[config.mk]
export PLATFORM = sky130hd
export DESIGN_NAME = tmr_core
export DESIGN_NICKNAME = d
export VERILOG_FILES = /design/src/common/tmr_pkg.sv /design/src/core/tmr_core.sv
export SDC_FILE = /design/constraint.sdc
export NUM_CORES = 1
export LEC_CHECK = 0
export CELL_PAD_IN_SITES_DETAIL_PLACEMENT = 0
export CELL_PAD_IN_SITES_GLOBAL_PLACEMENT = 1
export CORE_MARGIN = 2
export CORE_UTILIZATION = 42
export DETAILED_ROUTE_END_ITERATION = 8
export DONT_BUFFER_PORTS = 1
export GPL_ROUTABILITY_DRIVEN = 0
export PLACE_DENSITY_LB_ADDON = 0.1
export SETUP_SLACK_MARGIN = 0.1
export SYNTH_ARGS = -nofsm -noshare
export SYNTH_HDL_FRONTEND = slang
export SYNTH_SLANG_ARGS = --single-unit
[constraint.sdc]
create_clock -name MCLK -period 2.2 [get_ports MCLK]
set_input_delay 0.22 -clock MCLK [delete_from_list [all_inputs] [get_ports MCLK]]
set_output_delay 0.22 -clock MCLK [all_outputs]
set_load 0.005 [all_outputs]
[src/common/tmr_pkg.sv]
// Behaviour
// (RQ1) clock select zero stops the counter
// (RQ2) counter readable and writable at any time
// (RQ3) software counter write beats count operations
// (RQ4) each tick clears, increments or decrements counter
// (RQ5) bidirectional counter with top and bottom indications
// (RQ6) bottom is zero, max is 255
// (RQ7) top is max or compare A
// (RQ8) counter and compare registers are eight bits
// (RQ9) three flags readable, each gated by mask
// (RQ10) tick from prescaler or external pin edge
// (RQ11) equality sets compare flag one tick later
// (RQ12) flags clear on service or writing one
// (RQ13) overflow flag set per mode, can interrupt
// (RQ14) three-bit mode split over control A and B
// (RQ15) PWM modes buffer compare writes until top/bottom
// (RQ16) normal and CTC modes write compare directly
// (RQ17) force strobe updates output, no flag, no clear
// (RQ18) counter write blocks next tick's matches
// (RQ19) outputs formed from match, mode, output mode
// (RQ20) output state kept across modes, output mode immediate
// (RQ21) software sets output before pin; no bottom while down
// (RQ22) timer enabled when power reduce bit is zero
// (RQ23) mode zero counts up, wraps, overflow at zero
// (RQ24) mode two clears on compare A match
// (RQ25) modes three and seven are fast PWM
// (RQ26) output mode zero leaves output state unchanged
// (RQ27) tick is one-cycle enable, pin synchronised
package tmr_pkg;
   localparam logic [3:0]  OFS_COUNT   = 4'h0;
   localparam logic [3:0]  OFS_CMP_A   = 4'h1;
   localparam logic [3:0]  OFS_CMP_B   = 4'h2;
   localparam logic [3:0]  OFS_CTRL_A  = 4'h3;
   localparam logic [3:0]  OFS_CTRL_B  = 4'h4;
   localparam logic [3:0]  OFS_CTRL_C  = 4'h5;
   localparam logic [3:0]  OFS_FLAG    = 4'h6;
   localparam logic [3:0]  OFS_MASK    = 4'h7;
   localparam logic [3:0]  OFS_POWER   = 4'h8;
   localparam logic [7:0]  CNT_BOTTOM  = 8'h00;
   localparam logic [7:0]  CNT_MAX     = 8'hFF;
   localparam logic [2:0]  WGM_NORMAL  = 3'h0;
   localparam logic [2:0]  WGM_PC_MAX  = 3'h1;
   localparam logic [2:0]  WGM_CTC     = 3'h2;
   localparam logic [2:0]  WGM_FAST    = 3'h3;
   localparam logic [2:0]  WGM_PC_A    = 3'h5;
   localparam logic [2:0]  WGM_FAST_A  = 3'h7;
   localparam logic [2:0]  CS_STOP     = 3'h0;
   localparam logic [2:0]  CS_EXT_FALL = 3'h6;
   localparam logic [2:0]  CS_EXT_RISE = 3'h7;
   localparam logic [1:0]  FLG_OVF     = 2'd0;
   localparam logic [1:0]  FLG_CMPA    = 2'd1;
   localparam logic [1:0]  FLG_CMPB    = 2'd2;
   localparam logic [7:0]  RST_BYTE    = 8'h00;
   localparam logic [31:0] BUS_ZERO    = 32'h0000_0000;

   typedef struct packed {
      logic [1:0] com_a;
      logic [1:0] com_b;
      logic [1:0] wgm_lo;
      logic       wgm_hi;
      logic [2:0] cs;
   } tmr_ctrl_t;

   // (RQ8) eight-bit counter and compares
   typedef struct packed {
      logic [7:0] cnt;
      logic [7:0] ocr_a;
      logic [7:0] ocr_b;
      logic [7:0] buf_a;
      logic [7:0] buf_b;
      tmr_ctrl_t  ctl;
      logic [2:0] flag;
      logic [2:0] mask;
      logic       prr;
      logic       down;
      logic       block;
      logic       oc_a;
      logic       oc_b;
      logic [1:0] ext_sync;
      logic       ext_old;
      logic       ack;
      logic [31:0] rdat;
   } tmr_state_t;
endpackage

[src/core/tmr_core.sv]
`timescale 1ns/1ps
module tmr_core
   import tmr_pkg::*;
(
   input  wire logic        MCLK,        // system clock, 40 MHz
   input  wire logic        SRST,        // synchronous reset, active high
   input  wire logic        CYC_I,       // wishbone cycle
   input  wire logic        STB_I,       // wishbone strobe
   input  wire logic        WE_I,        // wishbone write enable
   input  wire logic [5:2]  ADR_I,       // word address
   input  wire logic [3:0]  SEL_I,       // byte selects
   input  wire logic [31:0] DAT_I,       // write data
   output logic      [31:0] DAT_O,       // read data
   output logic             ACK_O,       // wishbone acknowledge
   input  wire logic        PRESC_TICK,  // one-cycle prescaler tick
   input  wire logic        EXT_COUNT,   // external count input pin
   output logic             WAVE_OUT_A,  // compare output state a
   output logic             WAVE_OUT_B,  // compare output state b
   output logic             IRQ_OVF,     // overflow request
   output logic             IRQ_CMPA,    // compare a request
   output logic             IRQ_CMPB,    // compare b request
   input  wire logic        IRQ_ACK_OVF, // overflow request serviced
   input  wire logic        IRQ_ACK_CMPA,// compare a request serviced
   input  wire logic        IRQ_ACK_CMPB // compare b request serviced
);
   tmr_state_t s_ff, nxt_s;

   logic [2:0] wgm;
   logic       pwm;
   logic       fast;
   logic       dual;
   logic [7:0] top_val;
   logic       tick;
   logic       req;
   logic       wr;
   logic       wr_b0;
   logic       at_top;
   logic       at_bot;
   logic       m_a;
   logic       m_b;
   logic       ext_rise;
   logic       ext_fall;
   logic [7:0] wb;

   // (RQ14) mode assembled from both controls
   assign wgm     = {s_ff.ctl.wgm_hi, s_ff.ctl.wgm_lo};
   assign fast    = (wgm == WGM_FAST) || (wgm == WGM_FAST_A);
   assign dual    = (wgm == WGM_PC_MAX) || (wgm == WGM_PC_A);
   assign pwm     = fast || dual;
   // (RQ7) top from max or compare a
   assign top_val = (wgm == WGM_CTC || wgm == WGM_FAST_A || wgm == WGM_PC_A) ? s_ff.ocr_a : CNT_MAX;
   // (RQ5) top and bottom indications
   assign at_top  = s_ff.cnt == top_val;
   // (RQ6) bottom is zero
   assign at_bot  = s_ff.cnt == CNT_BOTTOM;
   assign ext_rise = s_ff.ext_sync[1] & ~s_ff.ext_old;
   assign ext_fall = ~s_ff.ext_sync[1] & s_ff.ext_old;

   // (RQ10) (RQ27) (RQ1) (RQ22) tick source and enable
   always_comb begin
      case (s_ff.ctl.cs)
         CS_STOP:     tick = 1'b0;
         CS_EXT_FALL: tick = ext_fall;
         CS_EXT_RISE: tick = ext_rise;
         default:     tick = PRESC_TICK;
      endcase
      if (s_ff.prr) begin
         tick = 1'b0;
      end
   end

   // (RQ11) continuous compare, blocked after counter write
   assign m_a = tick && !s_ff.block && (s_ff.cnt == s_ff.ocr_a);
   assign m_b = tick && !s_ff.block && (s_ff.cnt == s_ff.ocr_b);

   assign req   = CYC_I && STB_I && !s_ff.ack;
   assign wr    = req && WE_I;
   assign wr_b0 = wr && SEL_I[0];
   assign wb    = DAT_I[7:0];

   always_comb begin
      nxt_s = s_ff;
      nxt_s.ack = req;
      nxt_s.ext_sync = {s_ff.ext_sync[0], EXT_COUNT};
      nxt_s.ext_old  = s_ff.ext_sync[1];

      // (RQ4) counter advance per mode
      if (tick) begin
         nxt_s.block = 1'b0;
         if (dual) begin
            if (!s_ff.down) begin
               if (at_top) begin
                  nxt_s.down = 1'b1;
                  nxt_s.cnt  = s_ff.cnt - 8'h01;
               end else begin
                  nxt_s.cnt  = s_ff.cnt + 8'h01;
               end
            end else if (at_bot) begin
               nxt_s.down = 1'b0;
               nxt_s.cnt  = s_ff.cnt + 8'h01;
            end else begin
               nxt_s.cnt  = s_ff.cnt - 8'h01;
            end
         // (RQ24) (RQ25) clear at top in ctc and fast
         end else if ((wgm == WGM_CTC || fast) && at_top) begin
            nxt_s.cnt = CNT_BOTTOM;
         end else begin
            // (RQ23) plain upward count with wrap
            nxt_s.cnt  = s_ff.cnt + 8'h01;
            nxt_s.down = 1'b0;
         end
      end

      // (RQ13) (RQ23) overflow point per mode
      if (tick && ((!dual && s_ff.cnt == CNT_MAX && !(wgm == WGM_CTC && at_top))
                   || (fast && at_top) || (dual && s_ff.down && at_bot))) begin
         nxt_s.flag[FLG_OVF] = 1'b1;
      end
      if (tick && wgm == WGM_CTC && at_top && s_ff.cnt == CNT_MAX) begin
         nxt_s.flag[FLG_OVF] = 1'b1;
      end

      // (RQ15) buffered compare update at top in both fast and dual slope
      if (tick && ((fast && at_top) || (dual && at_top && !s_ff.down))) begin
         nxt_s.ocr_a = s_ff.buf_a;
         nxt_s.ocr_b = s_ff.buf_b;
      end

      // (RQ19) (RQ26) waveform from match and output mode
      if (m_a && s_ff.ctl.com_a != 2'b00) begin
         if (!pwm) begin
            case (s_ff.ctl.com_a)
               2'b01:   nxt_s.oc_a = ~s_ff.oc_a;
               2'b10:   nxt_s.oc_a = 1'b0;
               default: nxt_s.oc_a = 1'b1;
            endcase
         end else if (s_ff.ctl.com_a[1]) begin
            nxt_s.oc_a = dual ? (s_ff.ctl.com_a[0] ^ s_ff.down) : s_ff.ctl.com_a[0];
         end
      end
      if (m_b && s_ff.ctl.com_b != 2'b00) begin
         if (!pwm) begin
            case (s_ff.ctl.com_b)
               2'b01:   nxt_s.oc_b = ~s_ff.oc_b;
               2'b10:   nxt_s.oc_b = 1'b0;
               default: nxt_s.oc_b = 1'b1;
            endcase
         end else if (s_ff.ctl.com_b[1]) begin
            nxt_s.oc_b = dual ? (s_ff.ctl.com_b[0] ^ s_ff.down) : s_ff.ctl.com_b[0];
         end
      end
      // fast pwm restores the idle level at bottom
      if (tick && fast && at_top) begin
         if (s_ff.ctl.com_a[1]) nxt_s.oc_a = ~s_ff.ctl.com_a[0];
         if (s_ff.ctl.com_b[1]) nxt_s.oc_b = ~s_ff.ctl.com_b[0];
      end

      // (RQ12) serviced flags clear
      if (IRQ_ACK_OVF)  nxt_s.flag[FLG_OVF]  = 1'b0;
      if (IRQ_ACK_CMPA) nxt_s.flag[FLG_CMPA] = 1'b0;
      if (IRQ_ACK_CMPB) nxt_s.flag[FLG_CMPB] = 1'b0;

      if (wr_b0) begin
         case (ADR_I)
            OFS_COUNT: begin
               // (RQ3) (RQ2) (RQ18) write wins and blocks next match
               nxt_s.cnt   = wb;
               nxt_s.block = 1'b1;
            end
            // (RQ16) direct access outside pwm
            OFS_CMP_A: begin
               nxt_s.buf_a = wb;
               if (!pwm) nxt_s.ocr_a = wb;
            end
            OFS_CMP_B: begin
               nxt_s.buf_b = wb;
               if (!pwm) nxt_s.ocr_b = wb;
            end
            // (RQ20) output mode takes effect at once
            OFS_CTRL_A: begin
               nxt_s.ctl.com_a  = wb[7:6];
               nxt_s.ctl.com_b  = wb[5:4];
               nxt_s.ctl.wgm_lo = wb[1:0];
            end
            OFS_CTRL_B: begin
               nxt_s.ctl.wgm_hi = wb[3];
               nxt_s.ctl.cs     = wb[2:0];
            end
            // (RQ17) forced match without flag or clear
            OFS_CTRL_C: begin
               if (!pwm && wb[7]) begin
                  case (s_ff.ctl.com_a)
                     2'b01:   nxt_s.oc_a = ~s_ff.oc_a;
                     2'b10:   nxt_s.oc_a = 1'b0;
                     2'b11:   nxt_s.oc_a = 1'b1;
                     default: nxt_s.oc_a = s_ff.oc_a;
                  endcase
               end
               if (!pwm && wb[6]) begin
                  case (s_ff.ctl.com_b)
                     2'b01:   nxt_s.oc_b = ~s_ff.oc_b;
                     2'b10:   nxt_s.oc_b = 1'b0;
                     2'b11:   nxt_s.oc_b = 1'b1;
                     default: nxt_s.oc_b = s_ff.oc_b;
                  endcase
               end
            end
            // (RQ12) write one clears
            OFS_FLAG:  nxt_s.flag = s_ff.flag & ~wb[2:0];
            OFS_MASK:  nxt_s.mask = wb[2:0];
            OFS_POWER: nxt_s.prr  = wb[0];
            default: ;
         endcase
      end

      // (RQ11) match sets flag; set beats clear
      if (m_a) nxt_s.flag[FLG_CMPA] = 1'b1;
      if (m_b) nxt_s.flag[FLG_CMPB] = 1'b1;
      if (tick && ((!dual && s_ff.cnt == CNT_MAX) || (fast && at_top) || (dual && s_ff.down && at_bot))) begin
         nxt_s.flag[FLG_OVF] = 1'b1;
      end

      nxt_s.rdat = BUS_ZERO;
      if (req && !WE_I) begin
         case (ADR_I)
            OFS_COUNT:  nxt_s.rdat[7:0] = s_ff.cnt;
            OFS_CMP_A:  nxt_s.rdat[7:0] = pwm ? s_ff.buf_a : s_ff.ocr_a;
            OFS_CMP_B:  nxt_s.rdat[7:0] = pwm ? s_ff.buf_b : s_ff.ocr_b;
            OFS_CTRL_A: nxt_s.rdat[7:0] = {s_ff.ctl.com_a, s_ff.ctl.com_b, 2'b00, s_ff.ctl.wgm_lo};
            OFS_CTRL_B: nxt_s.rdat[7:0] = {4'h0, s_ff.ctl.wgm_hi, s_ff.ctl.cs};
            OFS_FLAG:   nxt_s.rdat[7:0] = {5'h00, s_ff.flag};
            OFS_MASK:   nxt_s.rdat[7:0] = {5'h00, s_ff.mask};
            OFS_POWER:  nxt_s.rdat[7:0] = {7'h00, s_ff.prr};
            default:    nxt_s.rdat = BUS_ZERO;
         endcase
      end
   end

   always_ff @(posedge MCLK) begin
      if (SRST) begin
         s_ff <= '0;
      end else begin
         s_ff <= nxt_s;
      end
   end

   assign DAT_O      = s_ff.rdat;
   assign ACK_O      = s_ff.ack;
   assign WAVE_OUT_A = s_ff.oc_a;
   assign WAVE_OUT_B = s_ff.oc_b;
   // (RQ9) masked requests
   assign IRQ_OVF    = s_ff.flag[FLG_OVF]  & s_ff.mask[FLG_OVF];
   assign IRQ_CMPA   = s_ff.flag[FLG_CMPA] & s_ff.mask[FLG_CMPA];
   assign IRQ_CMPB   = s_ff.flag[FLG_CMPB] & s_ff.mask[FLG_CMPB];

   // (RQ1) stopped counter holds
   stop_hold_a: assert property (@(posedge MCLK) disable iff (SRST) // RQ1
      (s_ff.ctl.cs == CS_STOP && !$past(wr_b0) ##0 !wr_b0) |=> $stable(s_ff.cnt) or $past(wr_b0))
      else $error("counter moved while stopped");
   // (RQ3) write wins
   cnt_write_a: assert property (@(posedge MCLK) disable iff (SRST) // RQ3
      (wr_b0 && ADR_I == OFS_COUNT) |=> s_ff.cnt == $past(wb))
      else $error("counter write lost");
   // (RQ11) flag after match
   match_flag_a: assert property (@(posedge MCLK) disable iff (SRST) // RQ11
      m_a |=> s_ff.flag[FLG_CMPA])
      else $error("compare a flag not set");
   // (RQ18) block after write
   write_block_a: assert property (@(posedge MCLK) disable iff (SRST) // RQ18
      (wr_b0 && ADR_I == OFS_COUNT) |=> !m_a && !m_b)
      else $error("match not blocked");
   // (RQ9) mask gates request
   irq_mask_a: assert property (@(posedge MCLK) disable iff (SRST) // RQ9
      (m_a && !wr) |=> IRQ_CMPA == s_ff.mask[FLG_CMPA])
      else $error("compare a request not per mask");
   // (RQ23) wrap and overflow
   wrap_ovf_a: assert property (@(posedge MCLK) disable iff (SRST) // RQ23
      (tick && wgm == WGM_NORMAL && s_ff.cnt == CNT_MAX && !wr_b0) |=> s_ff.cnt == CNT_BOTTOM && s_ff.flag[FLG_OVF])
      else $error("normal wrap wrong");
   // (RQ24) ctc clear
   ctc_clear_a: assert property (@(posedge MCLK) disable iff (SRST) // RQ24
      (tick && wgm == WGM_CTC && at_top && !wr) |=> s_ff.cnt == CNT_BOTTOM)
      else $error("ctc did not clear");
   // (RQ26) output mode zero holds
   com_zero_a: assert property (@(posedge MCLK) disable iff (SRST) // RQ26
      (s_ff.ctl.com_a == 2'b00 && !wr) |=> $stable(s_ff.oc_a))
      else $error("output a moved with mode zero");
   // (RQ22) power reduce stops ticks
   power_off_a: assert property (@(posedge MCLK) disable iff (SRST) // RQ22
      (s_ff.prr && !wr) |=> $stable(s_ff.cnt))
      else $error("counter moved while power reduced");
   // (RQ12) service clears flag
   svc_clear_a: assert property (@(posedge MCLK) disable iff (SRST) // RQ12
      (IRQ_ACK_CMPA && !m_a) |=> !s_ff.flag[FLG_CMPA])
      else $error("serviced compare a flag stayed");
   // (RQ12) write one clears
   wr_clear_a: assert property (@(posedge MCLK) disable iff (SRST) // RQ12
      (wr_b0 && ADR_I == OFS_FLAG && DAT_I[FLG_CMPA] && !m_a) |=> !s_ff.flag[FLG_CMPA])
      else $error("written compare a flag stayed");
   // (RQ11) compare b flag
   flag_b_set_a: assert property (@(posedge MCLK) disable iff (SRST) // RQ11
      m_b |=> s_ff.flag[FLG_CMPB])
      else $error("compare b flag not set");
   // (RQ13) fast pwm overflow
   fast_ovf_a: assert property (@(posedge MCLK) disable iff (SRST) // RQ13
      (tick && wgm == WGM_FAST && s_ff.cnt == CNT_MAX) |=> s_ff.flag[FLG_OVF])
      else $error("fast overflow flag not set");
   // (RQ15) buffered compare holds
   buf_hold_a: assert property (@(posedge MCLK) disable iff (SRST) // RQ15
      (pwm && !tick) |=> $stable(s_ff.ocr_a))
      else $error("active compare moved between ticks");
   // (RQ16) direct compare write
   direct_cmp_a: assert property (@(posedge MCLK) disable iff (SRST) // RQ16
      (wr_b0 && ADR_I == OFS_CMP_B && !pwm) |=> s_ff.ocr_b == $past(wb))
      else $error("direct compare write lost");
   // (RQ17) force keeps counter
   force_cnt_a: assert property (@(posedge MCLK) disable iff (SRST) // RQ17
      (wr_b0 && ADR_I == OFS_CTRL_C && !tick) |=> $stable(s_ff.cnt))
      else $error("force moved the counter");
   // (RQ17) force sets no flag
   force_flag_a: assert property (@(posedge MCLK) disable iff (SRST) // RQ17
      (wr_b0 && ADR_I == OFS_CTRL_C && !m_a && !s_ff.flag[FLG_CMPA]) |=> !s_ff.flag[FLG_CMPA])
      else $error("force set a flag");
   // (RQ19) toggle on match
   toggle_out_a: assert property (@(posedge MCLK) disable iff (SRST) // RQ19
      (m_a && !pwm && s_ff.ctl.com_a == 2'b01 && !wr) |=> s_ff.oc_a != $past(s_ff.oc_a))
      else $error("output a did not toggle");
   // (RQ20) mode change keeps output
   mode_keep_a: assert property (@(posedge MCLK) disable iff (SRST) // RQ20
      (wr_b0 && ADR_I == OFS_CTRL_A && !m_a && !tick) |=> $stable(s_ff.oc_a))
      else $error("mode write moved output a");
   // (RQ4) normal mode increments
   up_count_a: assert property (@(posedge MCLK) disable iff (SRST) // RQ4
      (tick && wgm == WGM_NORMAL && !wr) |=> s_ff.cnt == $past(s_ff.cnt) + 8'h01)
      else $error("normal count did not increment");
   // (RQ5) dual slope decrements
   down_count_a: assert property (@(posedge MCLK) disable iff (SRST) // RQ5
      (tick && dual && s_ff.down && !at_bot && !wr) |=> s_ff.cnt == $past(s_ff.cnt) - 8'h01)
      else $error("down count did not decrement");
   // (RQ6) turn at bottom
   bottom_turn_a: assert property (@(posedge MCLK) disable iff (SRST) // RQ6
      (tick && dual && s_ff.down && at_bot && !wr) |=> s_ff.cnt == 8'h01 && !s_ff.down)
      else $error("no turn at bottom");
   // (RQ25) fast top clears
   fast_top_a: assert property (@(posedge MCLK) disable iff (SRST) // RQ25
      (tick && wgm == WGM_FAST_A && at_top && !wr) |=> s_ff.cnt == CNT_BOTTOM)
      else $error("fast pwm did not clear at top");
   // (RQ18) block kept until tick
   block_hold_a: assert property (@(posedge MCLK) disable iff (SRST) // RQ18
      (s_ff.block && !tick) |=> s_ff.block)
      else $error("match block lost before tick");
endmodule

Word level (Yosys, flattened, before mapping)
Index checks and enable logic that the tools add are counted. Widths: inputs -> output; s select.

Word-level logic and storage cells: 188. Register bits: 97. Output and inout port bits: 38.

Reductions and logical operators: 60. Equality and inequality tests: 28. Add/sub/neg operators: 2. Multiplexer cells: 60. Bitwise gates (word level): 16.

Operators with widths (number): $mux 8 (16); $pmux 8 s8 (1); $mux 57 (1); $logic_and 1x1->1 (29); $mux 1 (29); $eq 8x8->1 (3); $eq 4x3->1 const B (4); $mux 16 (1); $reduce_and 2->1 (7); $eq 3x3->1 const B (4); $ne 6x3->1 const B (2); $logic_or 1x1->1 (11); $mux 3 (3); $pmux 1 s3 (3); $add 8x1->8 const B (1); $eq 2x2->1 const B (4); $eq 4x2->1 const B (2); $eq 8x8->1 const B (1); $logic_not 8->1 (1); $sub 8x1->8 const B (1); $logic_not 1->1 (7); $not 1->1 (7); $eq 3x2->1 const B (2); $mux 6 (1); other kinds (16) (25).

Longest topological paths before layout
Gate-level depths: netlist of run 1.

Depth after elaboration: 17. Mapped depth: 10. Depth with buffers taken out: 8.

Least setup slack after synthesis of run 1
No wires, ideal clock.

Path type: register to register. From: register s_ff[90] in the netlist's numbering. To: register s_ff[83] in the netlist's numbering. Stages on the path, launching flop included: 9. Clock period less this slack: 2381 ps. Path slack: -181 ps. Buffers on the path: 1. Data required time: 2114 ps. Arrival time: 2295 ps. Cells stage by stage: dfxtp_1 nor2b_1 a2111oi_1 a22oi_1 nor4_1 nand2_1 buf_2 mux2i_1 a211oi_1.

Cells in the longest elaborated chain, start to end: 9. Elaborated cells on any way between the ends: 10. Classes of those cells: eq/ne (1); mux (4); reduce/logical (5).

RTL lines: start: declaration (RTL line tmr_core.sv:26) `tmr_state_t s_ff, nxt_s;`; start signal: assignment (RTL line tmr_core.sv:243) `s_ff <= nxt_s;`; $eq 8x8->1 * (RTL line tmr_core.sv:53) `assign at_top = s_ff.cnt == top_val;`; $logic_and 1x1->1 (2 in a row) (RTL line tmr_core.sv:124) `if (tick && ((fast && at_top) || (dual && at_top && !s_ff.down))) begin`; $logic_or 1x1->1 * (RTL line tmr_core.sv:124); $logic_and 1x1->1 * (RTL line tmr_core.sv:124); $mux 16 * (RTL line tmr_core.sv:124); $mux 8 (RTL line tmr_core.sv:173) `if (!pwm) nxt_s.ocr_a = wb;`; $mux 8 (RTL line tmr_core.sv:164) `case (ADR_I)`; $mux 57 * (RTL line tmr_core.sv:163) `if (wr_b0) begin`.

Every way passes the cells marked *; elsewhere a longest branch is shown, timed or not. A chain may end at the register's enable or synchronous reset.

Worst setup path after layout of run 1
From: register s_ff[50] in the netlist's numbering. To: register s_ff[94] in the netlist's numbering.

Cells in the longest elaborated chain, start to end: 11. Elaborated cells on any way between the ends: 20. Classes of those cells: eq/ne (6); mux (8); reduce/logical (6).

RTL lines: $eq 3x2->1 or $eq 3x3->1 (tied branches) (RTL line tmr_core.sv:51, tmr_core.sv:105, tmr_core.sv:47); $logic_or 1x1->1 (2 in a row) (RTL line tmr_core.sv:51) `assign top_val = (wgm == WGM_CTC || wgm == WGM_FAST_A || wgm == WGM_PC_A) ? s_ff.ocr_a : CNT_MAX;`; $mux 8 (RTL line tmr_core.sv:51); $eq 8x8->1 (RTL line tmr_core.sv:53); $mux 8 or $logic_and 1x1->1 (tied branches) (RTL line tmr_core.sv:92, tmr_core.sv:105); $mux 8 (on tied branches) (RTL line tmr_core.sv:91, tmr_core.sv:105); $mux 8 * (RTL line tmr_core.sv:90) `if (dual) begin`; $mux 8 * (RTL line tmr_core.sv:88) `if (tick) begin`; $mux 8 (RTL line tmr_core.sv:164); $mux 57 * (RTL line tmr_core.sv:163).

Marked as above.

==> impl_metrics.csv, run 1 <==
group,metric,value,unit
yosys,yosys.area_share.adder,3.05,%
sta,finalWorstSetupSlack,-239,ps
yosys,synth-xor-area-share,2.14,%
route,ant_nets,0,
cts,htreeDepth,3,
cts,clkSinkCount,73,
outcome,violations,"negative setup slack",
floorplanning,die_w,108,µm
floorplanning,num_rows,37,
cts,cts_root_buf,"clkbuf_8",
floorplanning,die_y,108,µm
sta,min_period,2440,ps
placed_design,placed_cell_area,4850,µm²
floorplanning,io-pin-count,88,
worst_hold_path,min_to,"s_ff[41]",
route,wl,14.4,mm
worst_hold_path,min_from,"DAT_I[0]",
cells_and_area,design_area,5450,µm²
setup_path,ff2ff_setup_slack,-240,ps
yosys,synth_compound_area_share,19.4,%
sta,max_slew.worst_pin.slew,574,ps
yosys,synth_ff_type,"dfxtp_1",
route,route.detailed.drc,0,
job,drv_cap,0,
yosys,synth.distinct_cells,59,
setup_path,cp-start-kind,"flop",
sta,finalSetupViolCount,25,
outcome,status,"finished with violations",
setup_path,worst_ep_arrival_time,2700,ps
route,firstDrtPassIters,6,
global_route,grt_usage,25.7,%
yosys,syn_inst,565,
sta,clock.fmax,410,MHz
setup_path,path_class,"reg -> reg",
placed_design,dp_cells,716,
setup_path,cp.required,2460,ps
yosys,synthSimpleGateAreaFrac,23.4,%
placed_design,hpwlAfterDp,9.65,mm
worst_hold_path,hold_class,"in -> reg",
cts,cts_tree,"yes",
cells_and_area,seq_area,1480,µm²
power_and_ir_drop,cellPowerDensity,451,nW/µm²
floorplanning,core_region_area,10400,µm²
yosys,synth_warnings,0,
floorplanning,dieArea,11600,µm²
cells_and_area,syn2layout_area_growth,21.0,%
sta,finalHoldViolCount,0,
cts,clk_pin_slew,80,ps
global_route,grt_max_degree,62,
route,wl_per_cell,19.1,µm
power_and_ir_drop,leakage,2.05,nW
cells_and_area,multi_input_area,2910,µm²
yosys,synthMuxAreaShare,10.0,%
power_and_ir_drop,clkPwrFrac,40.8,%
power_and_ir_drop,seq_power_share,54.0,%
cells_and_area,diodes,0,
setup_path,max_stage_delay,410,ps
global_route,antenna_found_initial,0,
power_and_ir_drop,switching_share,26.1,%
cells_and_area,fillCellCount,1032,
yosys,yosys.area.top_type,"dfxtp_1",
yosys,netlist_area,4510,µm²
yosys,synth_area_leaders,"dfxtp_1 32%, mux2i_1 9.8%, buf_4 5.5%",
yosys,async_flop_share,0,%
sta,maxSlewHeadroom,61.6,%
global_route,grt_overflow_total,0,
yosys,yosys.area.top_type_share,32.4,%
yosys,synth-edff-count,0,
setup_path,critPathLaunch,"s_ff[50]",
power_and_ir_drop,irDropWorstVdd,0.432,mV
route,drt_iter0_drc,293,
cts,clockBufferDepth,2,
setup_path,crit_chain,"or3b_4 -> a211oi_4 -> o22ai_2 -> o31a_1 -> nor2_4 -> a31oi_1 -> or3_1 -> a311oi_2",
yosys,seq_area_frac_synth,32.4,%
setup_path,r2r-end,"s_ff[94]",
route,num_vias,4247,
sta,slew_viol_final,0,
setup_path,worstSetupEndpointType,"flop",
power_and_ir_drop,p_int,1.82,mW
power_and_ir_drop,pwr-share-comb,5.1,%
global_route,grt_pass1_vias,4156,
yosys,avgSynthCellArea,7.97,µm²
yosys,synth.ff_latch_count,73,
floorplanning,start_util,43.4,%
worst_hold_path,worstHoldPathCells,2,
sta,post-route-period-util,111,%
sta,rsz0062_at_grt,"yes",
setup_path,crit_fanout,4,
sta,finalClockSkew,10.7,ps
setup_path,reg2regPathDepth,8,
cts,insertion_delay,360,ps
placed_design,portBuffers,0,
cts,cts_made_buffers,9,
power_and_ir_drop,p_sw,0.643,mW
yosys,synth_top_family_by_area,"simple AND/OR/NAND/NOR gates",
route,vias_per_cell,5.63,
cells_and_area,stdcell_count,754,
cells_and_area,drive_above_1_share,20.9,%
global_route,grt_pass1_wl,22.7,mm
setup_path,r2r_start,"s_ff[50]",
setup_path,critPathSlowestCell,"or3b_4",
cells_and_area,final_nets,674,
-- critical path: cells and delay by family (launching register included) --
family / cells / cell delay [ps]
AND/OR/NAND/NOR: 3 / 930
AO/OA/AOI/OAI: 5 / 1080
flip-flops: 1 / 330
-- registers in the layout, indices dropped and copies added (netlist names) --
register    cells
ACK_O           1
DAT_O           8
WAVE_OUT_A      1
WAVE_OUT_B      1
nxt_s           2
s_ff           60
-- power by group through the flow --
stage                     logic, mW  registers, mW  clock network (mW)
final                         0.127           1.33                1.00
after CTS                     0.125           1.33                1.03
after global placement       0.0732           1.36                   0
after detailed placement     0.0735           1.36                   0
after floorplan               0.120           1.36                   0
after global routing          0.139           1.33                1.09
-- final cells by class --
class,count,share of cell area [%]
Sequential cell,73,27.0
Clock inverter,5,0.734
Timing Repair Buffer,79,12.3
Clock buffer,11,2.59
Multi-Input combinational cell,438,53.3
Inverter,12,0.826
Tap cell,136,3.12
-- metal layers --
layer | share of wire (%) | global-route usage (%)
met4 | 1.8 | 7.69
met1 | 45 | 32.9
met5 | 0 | 0
met2 | 49 | 43.4
met3 | 4.7 | 5.15
-- cells in the mapped netlist, types with 2 or more instances --
| cell | n |
|---|---|
| a311oi_1 | 4 |
| inv_1 | 12 |
| a221oi_1 | 2 |
| or3_1 | 5 |
| nor2b_1 | 16 |
| a222oi_1 | 5 |
| o22ai_1 | 7 |
| ha_1 | 11 |
| nor3_1 | 16 |
| nor2_1 | 65 |
| nand2_1 | 63 |
| o211ai_1 | 2 |
| a211oi_1 | 18 |
| dfxtp_1 | 73 |
| o21ai_0 | 9 |
| nand2b_1 | 7 |
| nand4_1 | 5 |
| or3b_1 | 3 |
| buf_1 | 2 |
| a31oi_1 | 8 |
| a22o_1 | 6 |
| nand3_1 | 9 |
| xnor2_1 | 11 |
| nor4b_1 | 3 |
| buf_4 | 33 |
| mux2i_1 | 44 |
| nor4_1 | 6 |
| clkbuf_2 | 2 |
| clkbuf_1 | 23 |
| and2_1 | 7 |
| a21oi_1 | 43 |
| nand3b_1 | 2 |
| a22oi_1 | 9 |
| or4_1 | 4 |
| buf_2 | 6 |
-- logic make-up after synthesis --
kind of cell | after synthesis
AOI/OAI and AO/OA | 128
xor gates and xnor gates | 11
adders and majority gates | 11
buffers and inverters | 78
DFF | 73
muxes | 45
other | 1
and+or+nand+nor | 218
-- per-stage QoR --
| stage | setup WS [ps] | TNS [ps] | hold WS, ps | utilization [%] | power (mW) |
|---|---|---|---|---|---|
| after floorplan | -119 | -1110 | 348 | - | 1.48 |
| after global placement | -280 | -2520 | 296 | 46.7 | 1.44 |
| after detailed placement | -275 | -2870 | 300 | 46.7 | 1.44 |
| after CTS | -191 | -2240 | 0.882 | 51.7 | 2.48 |
| after global routing | -335 | -5090 | 11.5 | 52.6 | 2.56 |
| final | -239 | -2280 | 15.4 | 52.6 | 2.46 |
-- timing repair --
item | 4_1_cts | 5_1_grt
setup endpoints to repair | 28 | 28
gates cloned | 2 | 0
hold endpoints to repair | 61 | 0
buffers inserted | 6 | 4
pin swaps | 34 | 12
hold buffers | 10 | 0
resized for setup | 34 | 15
-- layout by cell type, fill, tap and decap left out, types with 8 or more instances in the layout --
cell	count
inv_1	12
a21oi_1	42
a211oi_1	18
clkbuf_8	10
nor2_1	64
a22oi_1	8
mux2i_1	44
nand2_1	60
dlygate4sd3_1	9
dfxtp_1	64
nor3_1	14
dfxtp_2	8
nor2b_1	14
nand3_1	8
conb_1	24
ha_1	11
xnor2_1	11
buf_4	65
-- how the worst max path moves through the flow --
stage | to | cells after the start
finish | s_ff[94] | 8
global route | s_ff[94] | 8
CTS | s_ff[94] | 9
detailed placement | s_ff[92] | 9
global placement | s_ff[92] | 9
floorplan | s_ff[91] | 8
(Power assumes the default switching activity.)
==> run 2, diff against run 1 <==
--- a/config.mk
+++ b/config.mk
@@ -5,10 +5,11 @@
 export SDC_FILE = /design/constraint.sdc
 export NUM_CORES = 1
 export LEC_CHECK = 0
-export CELL_PAD_IN_SITES_DETAIL_PLACEMENT = 0
+export CELL_PAD_IN_SITES_DETAIL_PLACEMENT = 1
 export CELL_PAD_IN_SITES_GLOBAL_PLACEMENT = 1
 export CORE_MARGIN = 2
-export CORE_UTILIZATION = 42
+export CORE_UTILIZATION = 44
+export CTS_BUF_LIST = sky130_fd_sc_hd__clkbuf_8
 export DETAILED_ROUTE_END_ITERATION = 8
 export DONT_BUFFER_PORTS = 1
 export GPL_ROUTABILITY_DRIVEN = 0
==> impl_metrics.csv, run 2 (synthesis gave the netlist of run 1 again) <==
group,metric,value,unit
sta,clock.fmax,378,MHz
cts,clkSinkCount,73,
setup_path,crit_fanout,5,
power_and_ir_drop,cellPowerDensity,449,nW/µm²
cells_and_area,seq_area,1470,µm²
cells_and_area,multi_input_area,2930,µm²
setup_path,worst_ep_arrival_time,2910,ps
cts,cts_root_buf,"clkbuf_8",
cts,clockBufferDepth,2,
route,drt_iter0_drc,283,
global_route,grt_max_degree,63,
route,route.detailed.drc,0,
sta,max_slew.worst_pin.slew,591,ps
sta,min_period,2650,ps
sta,finalWorstSetupSlack,-445,ps
cts,clk_pin_slew,90,ps
outcome,status,"finished with violations",
power_and_ir_drop,irDropWorstVdd,0.581,mV
global_route,grt_pass1_vias,4690,
floorplanning,core_region_area,9860,µm²
route,wl,16.6,mm
setup_path,worstSetupEndpointType,"flop",
setup_path,cp.required,2470,ps
sta,rsz0062_at_grt,"yes",
setup_path,path_class,"reg -> reg",
global_route,grt_usage,30.0,%
cts,cts_made_buffers,9,
floorplanning,die_w,105,µm
outcome,violations,"negative setup slack",
global_route,antenna_found_initial,0,
route,firstDrtPassIters,4,
sta,fin_setup_tns,-4030,ps
cells_and_area,design_area,5570,µm²
sta,maxSlewHeadroom,60.5,%
cells_and_area,drive_above_1_share,22.3,%
floorplanning,die_y,105,µm
placed_design,portBuffers,0,
placed_design,dp_cells,717,
job,drv_cap,0,
power_and_ir_drop,leakage,2.12,nW
cells_and_area,syn2layout_area_growth,23.5,%
global_route,grt_pass1_wl,25.6,mm
power_and_ir_drop,power,2.50,mW
cells_and_area,stdcell_count,760,
worst_hold_path,hold_class,"in -> reg",
floorplanning,dieArea,11100,µm²
cts,htreeDepth,3,
cells_and_area,layout_commonest_cell,"buf_4",
floorplanning,num_rows,36,
sta,post-route-period-util,120,%
cells_and_area,diodes,0,
sta,slew_viol_final,0,
cells_and_area,fillCellCount,1206,
global_route,grt_overflow_total,0,
floorplanning,start_util,45.7,%
sta,finalClockSkew,8.27,ps
placed_design,place_ws,-405,ps
cts,insertion_delay,380,ps
route,num_vias,4433,
setup_path,cp-start-kind,"flop",
placed_design,placed_cell_area,4870,µm²
route,wl_per_cell,21.9,µm
floorplanning,io-pin-count,88,
route,vias_per_cell,5.83,
sta,finalHoldViolCount,0,
cells_and_area,top_register,"s_ff",
placed_design,hpwlAfterDp,10.7,mm
route,ant_nets,0,
cts,cts_tree,"yes",
cells_and_area,final_cell_mix,"72 x buf_4, 65 x dfxtp_1, 65 x nor2_1",
cells_and_area,largest_register_ffs,60,
sta,finalSetupViolCount,26,
cells_and_area,final_nets,683,
[run 2: changes by cell type in the layout (fill, tap and decap cells not counted), moves of 2 or more]
cell	previous run	this run
buf_4	65	72
a211oi_2	0	3
a211oi_1	18	16
a31o_4	2	0
dlygate4sd3_1	9	11
[run 2: layer usage]
layer / GRT usage (%) / vias up / wire length [µm]
li1: - / 2093 / -
met1: 36.8 / 2199 / 7060
met2: 50.5 / 103 / 8420
met3: 5.99 / 38 / 656
met4: 13.2 / 0 / 517
met5: 0 / - / 0
[run 2: path summary, 6_finish.rpt]
| path | depth (start not counted) | startpoint | to | slack [ps] |
|---|---|---|---|---|
| min reg2reg | 1 | nxt_s[35] | nxt_s[33] | 460 |
| max | 7 | s_ff[94] | s_ff[96] | -450 |
| min | 2 | DAT_I[6] | s_ff[55] | 10 |
| max reg2reg | 7 | s_ff[94] | s_ff[96] | -450 |
[run 2: timing repair]
item	CTS	global route
setup endpoints to repair	28	28
hold buffers	12	0
setup buffers	10	5
gates cloned	1	0
endpoints found under the hold margin	63	0
pin swaps	29	11
gates resized for setup	38	15
[run 2: area by class of cell]
class | count | area share [%]
well taps | 133 | 2.99
inverters | 12 | 0.809
clock buffers | 10 | 2.47
flip-flops and latches | 73 | 26.5
multi-input cells | 437 | 52.7
repair buffers | 89 | 13.6
clock inverters | 6 | 0.899
[run 2: through the flow]
stage                     util (%)  hold WS (ps)
after floorplan                  -           348
after global placement        49.4           304
after detailed placement      49.4           303
after CTS                     55.3          2.38
after global routing          56.4          6.52
final                         56.4          12.5
[run 2: critical path: stages (launching register included)]
cell and delay [ps]:
dfxtp_2 460, o22ai_1 170, or4_4 480, o31a_1 390
nor2_4 160, a31oi_1 120, or3_1 370, a311oi_4 390
[run 2: report_power, final]
part / leakage [nW] / internal [mW] / switching, mW
Clock: 0.0831 / 0.451 / 0.581
Sequential: 0.593 / 1.32 / 0.00523
Combinational: 1.44 / 0.0503 / 0.0864
Total: 2.12 / 1.83 / 0.673
==> run 3, diff against run 2 <==
--- a/config.mk
+++ b/config.mk
@@ -15,6 +15,7 @@
 export GPL_ROUTABILITY_DRIVEN = 0
 export PLACE_DENSITY_LB_ADDON = 0.1
 export SETUP_SLACK_MARGIN = 0.1
+export SKIP_LAST_GASP = 1
 export SYNTH_ARGS = -nofsm -noshare
 export SYNTH_HDL_FRONTEND = slang
 export SYNTH_SLANG_ARGS = --single-unit
==> impl_metrics.csv, run 3 (synthesis gave the netlist of run 1 again) <==
group,metric,value,unit
cells_and_area,top_register,"s_ff",
cells_and_area,largest_register_ffs,60,
global_route,grt_pass1_wl,25.5,mm
sta,max_slew.worst_pin.slew,597,ps
sta,rsz0062_at_grt,"yes",
cells_and_area,seq_area,1470,µm²
outcome,status,"finished with violations",
cells_and_area,stdcell_count,762,
setup_path,cp.required,2460,ps
cells_and_area,fillCellCount,1210,
cells_and_area,final_nets,685,
cells_and_area,diodes,0,
floorplanning,core_region_area,9860,µm²
cts,clk_pin_slew,80,ps
setup_path,cp-start-kind,"flop",
floorplanning,dieArea,11100,µm²
cts,cts_root_buf,"clkbuf_8",
sta,post-route-period-util,123,%
power_and_ir_drop,cellPowerDensity,446,nW/µm²
cells_and_area,syn2layout_area_growth,24.3,%
global_route,grt_max_degree,63,
setup_path,path_class,"reg -> reg",
floorplanning,die_y,105,µm
cts,cts_tree,"yes",
global_route,antenna_found_initial,0,
setup_path,worst_ep_arrival_time,2960,ps
sta,slew_viol_final,0,
route,firstDrtPassIters,6,
setup_path,ff2ff_setup_slack,-500,ps
cells_and_area,multi_input_area,2950,µm²
route,vias_per_cell,5.85,
worst_hold_path,hold_class,"in -> reg",
cts,clockBufferDepth,2,
placed_design,hpwlAfterDp,10.7,mm
cts,htreeDepth,3,
route,num_vias,4459,
floorplanning,io-pin-count,88,
cts,clkSinkCount,73,
cells_and_area,final_cell_mix,"73 x buf_4, 66 x dfxtp_1, 65 x nor2_1",
sta,clock.fmax,371,MHz
global_route,grt_overflow_total,0,
cts,insertion_delay,370,ps
sta,finalWorstSetupSlack,-497,ps
floorplanning,start_util,45.7,%
sta,finalClockSkew,7.57,ps
job,drv_cap,0,
sta,min_period,2700,ps
power_and_ir_drop,leakage,2.13,nW
cells_and_area,layout_commonest_cell,"buf_4",
power_and_ir_drop,irDropWorstVdd,0.579,mV
sta,finalHoldViolCount,0,
route,ant_nets,0,
floorplanning,die_w,105,µm
placed_design,place_ws,-405,ps
global_route,grt_pass1_vias,4672,
sta,finalSetupViolCount,26,
global_route,grt_usage,29.7,%
floorplanning,num_rows,36,
placed_design,portBuffers,0,
route,wl_per_cell,21.6,µm
cells_and_area,drive_above_1_share,22.9,%
outcome,violations,"negative setup slack",
placed_design,dp_cells,717,
sta,maxSlewHeadroom,60.0,%
sta,timing.hold.ws,2.36,ps
setup_path,crit_fanout,5,
setup_path,worstSetupEndpointType,"flop",
route,drt_iter0_drc,288,
route,route.detailed.drc,0,
cts,cts_made_buffers,9,
route,wl,16.5,mm
sta,fin_setup_tns,-4490,ps
==> run 3: cell count changes in the layout (fill, tap and decap cells not counted), sizes merged <==
| cell | delta |
|---|---|
| clkbuf | +1 |
| buf | +1 |
==> run 3: layer usage <==
layer | vias up | track usage (%) | part of all wire (%)
met3 | 37 | 5.43 | 3.5
met1 | 2224 | 36.9 | 44
met5 | - | 0 | 0
met2 | 112 | 50.5 | 50
met4 | 0 | 12.0 | 3.2
li1 | 2086 | - | -
==> run 3: per-stage QoR <==
stage,util [%],cell area (µm²),power (mW)
6_report,56.8,5600,2.50
5_1_grt,56.8,5600,2.60
3_3_place_gp,49.4,4870,1.43
3_5_place_dp,49.4,4870,1.44
2_1_floorplan,-,4610,1.48
4_1_cts,55.2,5450,2.51
==> run 3: what timing repair did <==
action,4_1_cts,5_1_grt
pin swaps,29,13
gates resized for setup,36,22
setup endpoints to repair,28,28
gates cloned,1,0
hold buffers,12,0
buffers inserted,10,7
endpoints found under the hold margin,63,0
==> run 3: area by class of cell <==
cell class | instances | share of cell area (%)
Tap cell | 133 | 2.97
Clock inverter | 6 | 0.893
Inverter | 12 | 0.804
Sequential cell | 73 | 26.3
Clock buffer | 10 | 2.46
Multi-Input combinational cell | 437 | 52.7
Timing Repair Buffer | 91 | 13.8
==> run 3: worst max-delay path, cell delays in order, from the launching register on <==
cell      delay [ps]
dfxtp_1          450
o22ai_1          180
or4_4            480
o31a_1           410
nor2_4           180
a31oi_1          120
or3_1            370
a311oi_4         390
==> run 3: worst paths after layout <==
path,from,end,depth (start not counted)
max,s_ff[95],s_ff[96],7
min,DAT_I[0],s_ff[89],2
max reg2reg,s_ff[95],s_ff[96],7
min reg2reg,nxt_s[35],nxt_s[33],1
==> run 3: power breakdown <==
group	total (mW)	switching, mW	internal [mW]
Combinational	0.137	0.0863	0.0505
Sequential	1.33	0.00525	1.32
Clock	1.03	0.580	0.451
